## config.mk

```make
export PLATFORM = sky130hd
export DESIGN_NAME = cbf_core
export DESIGN_NICKNAME = d
export VERILOG_FILES = /design/src/cbf_pkg.sv /design/src/cbf_core.sv
export SDC_FILE = /design/constraint.sdc
export NUM_CORES = 2
export LEC_CHECK = 0
export BUFFER_PORTS_ARGS = -buffer_cell sky130_fd_sc_hd__buf_2
export CAP_MARGIN = 5
export CORE_ASPECT_RATIO = 0.6
export CORE_MARGIN = 4
export CORE_UTILIZATION = 50
export DETAILED_ROUTE_END_ITERATION = 10
export PLACE_DENSITY = 0.66
export SLEW_MARGIN = 20
export SYNTH_ARGS = -nofsm -noshare
export SYNTH_HDL_FRONTEND = slang
export SYNTH_SLANG_ARGS = --single-unit
```

## constraint.sdc

```tcl
create_clock -name hclk -period 4.4 [get_ports hclk]
set_input_delay 0.22 -clock hclk [delete_from_list [all_inputs] [get_ports hclk]]
set_output_delay 0.22 -clock hclk [all_outputs]
set_load 0.03 [all_outputs]
```

## src/cbf_pkg.sv

```systemverilog
// Constants, register map and carrier types for the CAN timing and filter slice
package cbf_pkg;

	// Register byte offsets
	localparam logic [7:0] OFF_INT_EN      = 8'h00;
	localparam logic [7:0] OFF_ERR_CNT     = 8'h04;
	localparam logic [7:0] OFF_CFG_A       = 8'h08;
	localparam logic [7:0] OFF_CFG_B       = 8'h0C;
	localparam logic [7:0] OFF_FEN         = 8'h10;
	localparam logic [7:0] OFF_PTR0        = 8'h14;
	localparam logic [7:0] OFF_PTR3        = 8'h20;
	localparam logic [7:0] OFF_MSEL0       = 8'h24;
	localparam logic [7:0] OFF_MSEL1       = 8'h28;
	localparam logic [7:0] OFF_STATUS      = 8'h2C;
	localparam logic [7:0] OFF_MASK_BASE   = 8'h40;
	localparam logic [7:0] OFF_FILT_BASE   = 8'h80;

	// Writable bits of each register
	localparam logic [15:0] INT_EN_WMASK   = 16'h00EF;
	localparam logic [15:0] CFG_A_WMASK    = 16'h00FF;
	localparam logic [15:0] CFG_B_WMASK    = 16'h47FF;
	localparam logic [15:0] SID_WMASK      = 16'hFFEB;

	// Reset values
	localparam logic [15:0] FEN_RESET      = 16'h003F;

	// Field positions
	localparam int CFG_A_SJW_LSB   = 6;
	localparam int CFG_B_WAKFL_BIT = 14;
	localparam int CFG_B_PH2_LSB   = 8;
	localparam int CFG_B_PH2SEL    = 7;
	localparam int CFG_B_TRIPLE    = 6;
	localparam int CFG_B_PH1_LSB   = 3;
	localparam int SID_ID_LSB      = 5;
	localparam int SID_TYPE_BIT    = 3;

	// Mask select code meaning no mask
	localparam logic [1:0] MSEL_NONE = 2'b11;
	// Pointer code selecting the receive FIFO
	localparam logic [3:0] DEST_FIFO = 4'hF;

	// Fault confinement figures
	localparam logic [8:0] ERR_INC_BIG   = 9'h008;
	localparam logic [8:0] ERR_INC_SMALL = 9'h001;
	localparam logic [8:0] ERR_LIMIT     = 9'h0FF;
	localparam logic [7:0] REC_PASSIVE   = 8'h7F;
	localparam logic [7:0] REC_REJOIN    = 8'h77;
	localparam logic [7:0] ERR_WARN      = 8'h60;

	// Timing segments, Gray coded along the bit
	typedef enum logic [1:0] {
		CBF_SEG_SYNC = 2'b00,
		CBF_SEG_PROP = 2'b01,
		CBF_SEG_PH1  = 2'b11,
		CBF_SEG_PH2  = 2'b10
	} cbf_seg_t;

	// AHB-Lite request from the master
	typedef struct packed {
		logic        hsel;
		logic [31:0] haddr;
		logic [1:0]  htrans;
		logic        hwrite;
		logic [2:0]  hsize;
		logic [31:0] hwdata;
		logic        hready;
	} cbf_ahb_req_t;

	// Received frame identifier offered to the filters
	typedef struct packed {
		logic        valid;
		logic        extended;
		logic [10:0] sid;
		logic [17:0] eid;
	} cbf_frame_t;

	// Filter verdict
	typedef struct packed {
		logic       valid;
		logic       hit;
		logic [3:0] filter;
		logic [3:0] dest;
		logic       to_fifo;
	} cbf_hit_t;

	// Fault confinement events from the protocol engine
	typedef struct packed {
		logic tx_err;
		logic tx_ok;
		logic rx_err;
		logic rx_err_big;
		logic rx_ok;
		logic recover;
	} cbf_err_evt_t;

endpackage

```

## src/cbf_core.sv

```systemverilog
// CAN bit timing, error counters, interrupt gating and acceptance filters
//
// What this block does
// - Each of seven interrupt flags reaches the interrupt only when its enable is set.
// - Transmit count in bits 15..8, receive count in 7..0, read only, zero at reset.
// - Jump width is the two-bit field plus one quanta.
// - One quantum is two times prescaler field plus one module clocks.
// - Wake-up detection uses the filtered line when selected, else the raw line.
// - Phase two length is its three-bit field plus one quanta.
// - Phase two select uses programmed length, else max of phase one and processing time.
// - Sampling select takes three samples at the sample point, else one.
// - Phase one length is bits 5..3 plus one quanta.
// - Propagation length is bits 2..0 plus one quanta.
// - Filter n accepts only while its enable is set; filters 0..5 enabled at reset.
// - A hit stores to the filter's pointer: buffers 0..14, or FIFO on code 15.
// - All unmasked standard identifier bits must equal filter bits 15..5.
// - Identifier mode set: frame type must match the filter's extended select.
// - Extended frames compare all eighteen unmasked extended identifier bits too.
// - Mask bit one compares that identifier bit, zero makes it don't-care.
// - Mask select codes pick mask 0, 1, 2; code 3 applies no mask.
`timescale 1ns/100ps
module cbf_core #(
	parameter int          IPT_TQ     = 2,
	parameter int          NUM_FILT   = 16,
	parameter logic [15:0] FEN_DEFAULT = cbf_pkg::FEN_RESET
) (
	// Clock and reset
	input  wire logic                  hclk,
	input  wire logic                  hresetn,
	// AHB-Lite slave
	input  wire cbf_pkg::cbf_ahb_req_t ahb_req,
	output      logic                  hreadyout,
	output      logic                  hresp,
	output      logic [31:0]           hrdata,
	// Bus line from the transceiver
	input  wire logic                  can_rx,
	// Module events
	input  wire logic [7:0]            irq_flags,
	input  wire cbf_pkg::cbf_err_evt_t err_evt,
	input  wire cbf_pkg::cbf_frame_t   frame_in,
	// Results
	output      logic                  irq,
	output      logic                  tq_tick,
	output      logic                  sample_point,
	output      logic                  rx_bit,
	output      logic                  wakeup,
	output      logic                  err_passive,
	output      logic                  err_warning,
	output      logic                  bus_off,
	output      cbf_pkg::cbf_hit_t     filt_result
);
	import cbf_pkg::*;

	// All state of the block
	typedef struct packed {
		logic [7:0]        int_en;
		logic [7:0]        tec;
		logic [7:0]        rec;
		logic              bus_off;
		logic [7:0]        cfg_a;
		logic [15:0]       cfg_b;
		logic [15:0]       fen;
		logic [15:0][3:0]  dptr;
		logic [15:0][1:0]  msel;
		logic [2:0][15:0]  msid;
		logic [2:0][15:0]  meid;
		logic [15:0][15:0] fsid;
		logic [15:0][15:0] feid;
		logic              dph_wr;
		logic [7:0]        dph_addr;
		logic [31:0]       rdata;
		logic              rx_s1;
		logic              rx_s2;
		logic [2:0]        lf_hist;
		logic              lf_line;
		logic              wk_prev;
		logic              wakeup;
		logic              rx_prev;
		logic [6:0]        pre_cnt;
		logic              tq_tick;
		cbf_seg_t          seg;
		logic [3:0]        tq_cnt;
		logic [2:0]        ph1_ext;
		logic              resynced;
		logic [1:0]        tq_hist;
		logic              rx_bit;
		logic              sample_pt;
		logic              irq;
		cbf_hit_t          res;
	} cbf_state_t;

	cbf_state_t st;
	cbf_state_t next_st;

	// Majority of three samples
	function automatic logic vote3(input logic a, input logic b, input logic c);
		vote3 = (a & b) | (a & c) | (b & c);
	endfunction

	// Quanta of a segment whose field is length minus one
	function automatic logic [3:0] seg_len(input logic [2:0] fld);
		seg_len = {1'b0, fld} + 4'h1;
	endfunction

	// Nine-bit sum of an eight-bit counter and its increment; the caller saturates at the limit
	function automatic logic [8:0] err_add(input logic [7:0] cnt, input logic [8:0] inc);
		err_add = {1'b0, cnt} + inc;
	endfunction

	// Acceptance test of one filter against the offered frame
	function automatic logic filt_match(input cbf_state_t s, input cbf_frame_t f,
			input int n);
		logic [15:0] ms;
		logic [15:0] me;
		logic        mode;
		logic        sid_ok;
		logic        eid_ok;
		logic        type_ok;
		ms = '1;
		me = '1;
		mode = 1'b1;
		if (s.msel[n] != MSEL_NONE) begin
			ms = s.msid[s.msel[n]];
			me = s.meid[s.msel[n]];
			mode = s.msid[s.msel[n]][SID_TYPE_BIT];
		end
		// A one in the mask compares the bit, a zero ignores it
		sid_ok = &(~(f.sid ^ s.fsid[n][15:SID_ID_LSB]) | ~ms[15:SID_ID_LSB]);
		eid_ok = &(~(f.eid ^ {s.fsid[n][1:0], s.feid[n]}) | ~{ms[1:0], me});
		type_ok = !mode || (f.extended == s.fsid[n][SID_TYPE_BIT]);
		filt_match = s.fen[n] && type_ok && sid_ok && (!f.extended || eid_ok);
	endfunction

	// Register read mux
	function automatic logic [15:0] rd_reg(input cbf_state_t s, input logic [7:0] a);
		rd_reg = '0;
		if (a[7]) begin
			rd_reg = a[2] ? s.feid[a[6:3]] : (s.fsid[a[6:3]] & SID_WMASK);
		end else if (a[7:5] == OFF_MASK_BASE[7:5]) begin
			if (a[4:3] != 2'b11) begin
				rd_reg = a[2] ? s.meid[a[4:3]] : (s.msid[a[4:3]] & SID_WMASK);
			end
		end else if (a >= OFF_PTR0 && a <= OFF_PTR3 && a[1:0] == 2'b00) begin
			rd_reg = s.dptr[(a - OFF_PTR0) >> 2 << 2 +: 4];
		end else begin
			unique case (a)
				OFF_INT_EN:  rd_reg = {8'h00, s.int_en};
				OFF_ERR_CNT: rd_reg = {s.tec, s.rec};
				OFF_CFG_A:   rd_reg = {8'h00, s.cfg_a};
				OFF_CFG_B:   rd_reg = s.cfg_b;
				OFF_FEN:     rd_reg = s.fen;
				OFF_MSEL0:   rd_reg = s.msel[7:0];
				OFF_MSEL1:   rd_reg = s.msel[15:8];
				OFF_STATUS:  rd_reg = {12'h000, s.bus_off, s.rx_bit, s.seg};
				default:     rd_reg = '0;
			endcase
		end
	endfunction

	// Next state of the whole block
	always_comb begin
		logic        acc;
		logic [15:0] wd;
		logic [7:0]  wa;
		logic [6:0]  pre_lim;
		logic [3:0]  ph1_q;
		logic [3:0]  ph2_q;
		logic [3:0]  prop_q;
		logic [3:0]  sjw_q;
		logic        wk_line;
		logic        edge_seen;
		logic [8:0]  sum;
		ph2_q = '0;
		sum = '0;
		next_st = st;
		acc = ahb_req.hsel && ahb_req.htrans[1] && ahb_req.hready;
		wd = ahb_req.hwdata[15:0];
		wa = st.dph_addr;

		// Data phase of a write lands in the addressed register
		if (st.dph_wr) begin
			if (wa[7]) begin
				if (wa[2]) begin
					next_st.feid[wa[6:3]] = wd;
				end else begin
					next_st.fsid[wa[6:3]] = wd & SID_WMASK;
				end
			end else if (wa[7:5] == OFF_MASK_BASE[7:5]) begin
				if (wa[4:3] != 2'b11) begin
					if (wa[2]) begin
						next_st.meid[wa[4:3]] = wd;
					end else begin
						next_st.msid[wa[4:3]] = wd & SID_WMASK;
					end
				end
			end else if (wa >= OFF_PTR0 && wa <= OFF_PTR3 && wa[1:0] == 2'b00) begin
				next_st.dptr[(wa - OFF_PTR0) >> 2 << 2 +: 4] = wd;
			end else begin
				unique case (wa)
					OFF_INT_EN: next_st.int_en = wd[7:0] & INT_EN_WMASK[7:0];
					OFF_CFG_A:  next_st.cfg_a = wd[7:0] & CFG_A_WMASK[7:0];
					OFF_CFG_B:  next_st.cfg_b = wd & CFG_B_WMASK;
					OFF_FEN:    next_st.fen = wd;
					OFF_MSEL0:  next_st.msel[7:0] = wd;
					OFF_MSEL1:  next_st.msel[15:8] = wd;
					default:    next_st.dph_wr = 1'b0;
				endcase
			end
		end

		// Address phase; read data built from the updated copy so a read
		// straight after a write sees the new value
		next_st.dph_wr = acc && ahb_req.hwrite;
		next_st.dph_addr = ahb_req.haddr[7:0];
		if (acc && !ahb_req.hwrite) begin
			next_st.rdata = {16'h0000, rd_reg(next_st, ahb_req.haddr[7:0])};
		end

		// Interrupt gating
		next_st.irq = |(irq_flags & st.int_en & INT_EN_WMASK[7:0]);

		// Fault confinement, counters saturate at the eight-bit limit
		if (err_evt.recover) begin
			next_st.tec = '0;
			next_st.rec = '0;
			next_st.bus_off = 1'b0;
		end else begin
			if (err_evt.tx_err) begin
				sum = err_add(st.tec, ERR_INC_BIG);
				next_st.tec = (sum > ERR_LIMIT) ? ERR_LIMIT[7:0] : sum[7:0];
				next_st.bus_off = st.bus_off | (sum > ERR_LIMIT);
			end else if (err_evt.tx_ok && st.tec != '0) begin
				next_st.tec = st.tec - 8'h01;
			end
			if (err_evt.rx_err || err_evt.rx_err_big) begin
				sum = err_add(st.rec, err_evt.rx_err_big ? ERR_INC_BIG : ERR_INC_SMALL);
				next_st.rec = (sum > ERR_LIMIT) ? ERR_LIMIT[7:0] : sum[7:0];
			end else if (err_evt.rx_ok) begin
				if (st.rec > REC_PASSIVE) begin
					next_st.rec = REC_REJOIN;
				end else if (st.rec != '0) begin
					next_st.rec = st.rec - 8'h01;
				end
			end
		end

		// Pin synchroniser and three-sample line filter
		next_st.rx_s1 = can_rx;
		next_st.rx_s2 = st.rx_s1;
		next_st.lf_hist = {st.lf_hist[1:0], st.rx_s2};
		if (&st.lf_hist) begin
			next_st.lf_line = 1'b1;
		end else if (~|st.lf_hist) begin
			next_st.lf_line = 1'b0;
		end

		// Wake-up on a dominant edge of the chosen line
		wk_line = st.cfg_b[CFG_B_WAKFL_BIT] ? st.lf_line : st.rx_s2;
		next_st.wk_prev = wk_line;
		next_st.wakeup = st.wk_prev && !wk_line;

		// Quantum prescaler, 2*(field+1) clocks per quantum
		pre_lim = {st.cfg_a[5:0], 1'b1};
		next_st.tq_tick = 1'b0;
		if (st.pre_cnt >= pre_lim) begin
			next_st.pre_cnt = '0;
			next_st.tq_tick = 1'b1;
		end else begin
			next_st.pre_cnt = st.pre_cnt + 7'h01;
		end

		// Segment lengths in quanta
		sjw_q = {2'b00, st.cfg_a[7:CFG_A_SJW_LSB]} + 4'h1;
		prop_q = seg_len(st.cfg_b[2:0]);
		ph1_q = seg_len(st.cfg_b[CFG_B_PH1_LSB +: 3]);
		if (st.cfg_b[CFG_B_PH2SEL]) begin
			ph2_q = seg_len(st.cfg_b[CFG_B_PH2_LSB +: 3]);
		end else begin
			ph2_q = (ph1_q > 4'(IPT_TQ)) ? ph1_q : 4'(IPT_TQ);
		end

		// Recessive to dominant edge, one resynchronisation per bit
		next_st.rx_prev = st.rx_s2;
		edge_seen = st.rx_prev && !st.rx_s2 && !st.resynced;
		next_st.sample_pt = 1'b0;

		if (edge_seen && st.seg == CBF_SEG_PH2 && (ph2_q - st.tq_cnt) <= sjw_q) begin
			// Late in phase two: shorten, the edge opens the next bit
			next_st.seg = CBF_SEG_PROP;
			next_st.tq_cnt = '0;
			next_st.pre_cnt = '0;
			next_st.ph1_ext = '0;
			next_st.resynced = 1'b1;
		end else begin
			if (edge_seen && (st.seg == CBF_SEG_PROP || st.seg == CBF_SEG_PH1)) begin
				next_st.ph1_ext = sjw_q[2:0] + 3'(sjw_q[3]);
				next_st.resynced = 1'b1;
			end
			if (st.tq_tick) begin
				next_st.tq_hist = {st.tq_hist[0], st.rx_s2};
				next_st.tq_cnt = st.tq_cnt + 4'h1;
				unique case (st.seg)
					CBF_SEG_SYNC: begin
						next_st.seg = CBF_SEG_PROP;
						next_st.tq_cnt = '0;
						next_st.resynced = 1'b0;
					end
					CBF_SEG_PROP: begin
						if (st.tq_cnt == prop_q - 4'h1) begin
							next_st.seg = CBF_SEG_PH1;
							next_st.tq_cnt = '0;
						end
					end
					CBF_SEG_PH1: begin
						if (st.tq_cnt >= ph1_q + {1'b0, st.ph1_ext} - 4'h1) begin
							next_st.seg = CBF_SEG_PH2;
							next_st.tq_cnt = '0;
							next_st.ph1_ext = '0;
							next_st.sample_pt = 1'b1;
							if (st.cfg_b[CFG_B_TRIPLE]) begin
								next_st.rx_bit = vote3(st.tq_hist[1], st.tq_hist[0],
									st.rx_s2);
							end else begin
								next_st.rx_bit = st.rx_s2;
							end
						end
					end
					CBF_SEG_PH2: begin
						if (st.tq_cnt >= ph2_q - 4'h1) begin
							next_st.seg = CBF_SEG_SYNC;
							next_st.tq_cnt = '0;
						end
					end
				endcase
			end
		end

		// Acceptance filters, lowest numbered hit wins
		next_st.res.valid = frame_in.valid;
		if (frame_in.valid) begin
			next_st.res.hit = 1'b0;
			next_st.res.filter = '0;
			next_st.res.dest = '0;
			next_st.res.to_fifo = 1'b0;
			for (int n = NUM_FILT - 1; n >= 0; n--) begin
				if (filt_match(st, frame_in, n)) begin
					next_st.res.hit = 1'b1;
					next_st.res.filter = 4'(n);
					next_st.res.dest = st.dptr[n];
					next_st.res.to_fifo = (st.dptr[n] == DEST_FIFO);
				end
			end
		end
	end

	// State register
	always_ff @(posedge hclk or negedge hresetn) begin
		if (!hresetn) begin
			st <= '0;
			st.fen <= FEN_DEFAULT;
			st.rx_s1 <= 1'b1;
			st.rx_s2 <= 1'b1;
			st.lf_hist <= '1;
			st.lf_line <= 1'b1;
			st.wk_prev <= 1'b1;
			st.rx_prev <= 1'b1;
			st.rx_bit <= 1'b1;
			st.seg <= CBF_SEG_SYNC;
		end else begin
			st <= next_st;
		end
	end

	// Outputs
	assign hreadyout = 1'b1;
	assign hresp = 1'b0;
	assign hrdata = st.rdata;
	assign irq = st.irq;
	assign tq_tick = st.tq_tick;
	assign sample_point = st.sample_pt;
	assign rx_bit = st.rx_bit;
	assign wakeup = st.wakeup;
	assign err_passive = (st.tec > REC_PASSIVE) || (st.rec > REC_PASSIVE);
	assign err_warning = (st.tec >= ERR_WARN) || (st.rec >= ERR_WARN);
	assign bus_off = st.bus_off;
	assign filt_result = st.res;

endmodule

```

==> key figures <==
Run status
  – Status: finished with violations
  – Failing checks: design-rule violations, negative setup slack

Power
  – Tot Pwr: ~0.021 W
  – Sw frac: 0.343
  – Clk pwr share: 0.389
  – Pwr/cell area: 309 mW/mm2
  – Pint: 0.0137 W
  – VDD IR-drop max: 0.000276 V
  – Sequential power share: 0.394
  – Net switching power figure: 0.00715 W
  – Leak: a little under 30 nW
  – Comb power frac: 0.217

Global route
  – First-pass GRT wire length: roughly 470,000 um
  – Met1 GRT Util: 0.731
  – GRT overflow: 0
  – Vias in the first global route: approximately 53,000
  – Initial antenna violation count: 73
  – GRT Total Usage: 0.564
  – Met3 Use GR: 0.457
  – Top Usage Layer GRT: met1
  – Pin count of the biggest net entering global routing: 106
  – Met2 Use GR: 0.645

Synthesis
  – Synth async-reset ratio: 1.00
  – Post-synth EDFFs: 0
  – Number of library cell types mapped by synthesis: 102
  – Sequential-to-total area share from yosys stat: 0.344
  – Synthesis warning total: 0
  – Top_reg_cell synth: dfrtp_1
  – Yosys reg bits: 798
  – Cells after Synth: 5,840
  – Post-synthesis average cell area: 9.96 um2
  – Synth Cell Area: 0.0582 mm2

STA
  – Max Clock Skew: 0.0493 ns
  – Period utilization: 1.05
  – Final setup viols: 6
  – Hold Fails Final Rpt: 0
  – Max Slew Vio Count: 0
  – Worst Tran Pin Value: roughly 1.4 ns
  – RSZ-0062 raised after global routing: yes
  – Rel. slew slack: 0.0797
  – Final WS setup: -0.239 ns
  – Setup_tns: -0.565 ns
  – Post-layout min period: roughly 4.6 ns
  – F_max: 216 MHz

Clocking
  – CTS Sinks: around 800
  – CTS root buf: clkbuf_16
  – Worst-path clk slew: roughly 0.070 ns
  – CTS Buf Count: 83
  – Clock buffer depth: 3
  – Worst-skew pair later-pin latency: 0.75 ns
  – CTS tree: built
  – CTS H-tree lvls: 3

Setup path
  – Reg2Reg Depth: 12
  – Crit end category: register
  – Reg2reg end: filt_result[3]
  – Reg2reg start: st[638]
  – CP required: 4.99 ns
  – R2r setup slk: -0.24 ns
  – Critical Path Start Type: register
  – CP Class: reg2reg
  – CP max FO: 12
  – CP Data Arrival Time: ~5.2 ns
  – CP startpoint: st[638]
  – Critical path endpoint: filt_result[3]

Routing
  – Detailed router's first-iteration violation count: 11,200
  – Drt first pass iters: 11
  – Residual DRC count: 1
  – Post-DRT Antenna Nets: 0
  – Routed wire length: 356,000 um
  – Via count: slightly below 60,000
  – Via density: 7.47
  – Drt wl/cell: 45.8 um

Die
  – Starting Density: 0.507
  – Die Area: 0.122 mm2
  – Die W: between 400 and 500 um
  – Die Ht: 272 um
  – Area of the core: 0.115 mm2
  – Num rows: 96
  – I/O pin count: about 170

Cells and area
  – Core Util, Final: 0.587
  – Commonest non-fill, non-tap cell in the layout: mux2_2
  – Fin nets: between 6,000 and 7,000
  – Final Cell Area: 0.0674 mm2
  – Layout fillers: 9,815
  – Layout cell share with drive strength beyond 1: 0.309
  – P&R area growth vs syn: 15.9%
  – Most frequent cells in the layout: mux2_2, dfrtp_1, mux2i_1

Flow run
  – Max Cap Viol: 0

Placement
  – Placed Area: ~0.064 mm2
  – DPL Wire Length: 272,000 um
  – IO buf count: 109
  – Final GP Congestion: 1.19

Hold path
  – HP Class: in2reg
-- cells in the mapped netlist, drive strengths merged, types with 53 or more instances --
cell type,instances,area [um2]
buf,254,1360
mux4,53,1190
a21oi,82,410
xor2,339,2970
o21ai,436,2180
mux2i,651,6520
mux2,789,8890
nand4,58,363
o32ai,62,543
o22ai,135,851
nand2,258,971
nor3,130,785
nor2,253,950
inv,122,458
o221ai,58,508
nand3,77,385
dfrtp,784,19600
xnor2,164,1440
clkbuf,395,1490
-- power by group through the flow --
stage               Clock, W  Sequential (W)  Combinational, W
floorplan                  0         0.00799           0.00232
global placement           0         0.00825           0.00411
detailed placement         0         0.00826           0.00415
CTS                  0.00803         0.00813           0.00419
global route         0.00833         0.00818           0.00457
finish               0.00810         0.00819           0.00452
-- layout make-up --
cell class	count	area, um2	area share
Sequential cell	798	20000	0.297
Clock inverter	51	688	0.0102
Multi-Input combinational cell	4286	35200	0.522
Inverter	123	464	0.00689
Tap cell	1519	1900	0.0282
Timing Repair Buffer	807	6650	0.0986
Antenna cell	73	183	0.00271
Clock buffer	104	2310	0.0342
-- critical path, stage by stage, from the launching register on --
cell      delay [ns]
dfrtp_1         0.80
o21ai_0         0.51
o22ai_1         0.18
or4_1           0.50
o41ai_4         0.74
nand3_2         0.33
buf_12          0.24
nor2b_4         0.12
buf_4           0.14
a211oi_4        0.33
inv_1           0.10
o41ai_2         0.37
a21oi_1         0.11
-- worst min path at each step --
stage / slack [ns] / cells after the start / from / endpoint
floorplan: -0.08 / 0 / hresetn / bus_off
global placement: 0.33 / 1 / can_rx / next_st[41]
detailed placement: 0.33 / 1 / can_rx / next_st[41]
CTS: 0.004 / 5 / err_evt[2] / st[832]
global route: 0.06 / 4 / ahb_req[6] / st[441]
finish: 0.06 / 5 / err_evt[2] / st[832]
-- stage by stage --
step	cells	hold WS, ns	setup slack (ns)
2_1_floorplan	5856	-0.0756	0.661
6_report	7761	0.0613	-0.239
3_5_place_dp	7519	0.330	-0.501
3_3_place_gp	7518	0.327	-0.995
5_1_grt	7725	0.0642	-0.0901
4_1_cts	7687	0.00405	-0.00351
-- cells by family after synthesis --
group | after synthesis | share of synthesized area
xor+xnor | 503 | 0.0757
fa+ha+maj | 55 | 0.0120
mux | 1493 | 0.285
simple gates | 1062 | 0.0936
compound gates | 1155 | 0.132
other cells | 2 | 0.000129
buf+inv | 772 | 0.0569
flops | 798 | 0.344
-- flip-flops by register name, summed over array words and instances (netlist names) --
register      flops
wakeup            1
bus_off           1
hrdata           16
tq_tick           1
rx_bit            1
sample_point      1
st              761
irq               1
filt_result      11
next_st           4
-- routing by layer --
metal	up-vias	part of all wire	wire [um]
li1	21900	-	-
met1	29100	0.39	138000
met2	5657	0.34	120000
met3	1173	0.21	75300
met4	73	0.057	20200
met5	-	0.0075	2650
-- timing repair --
item / CTS / global route
endpoints found under the hold margin: 131 / 0
setup endpoints to repair: 4 / 11
resized for setup: 7 / 24
hold buffers: 13 / 0
pin swaps: 0 / 4
setup buffers: 0 / 1
Note: power is estimated with default switching activity, not from simulation.
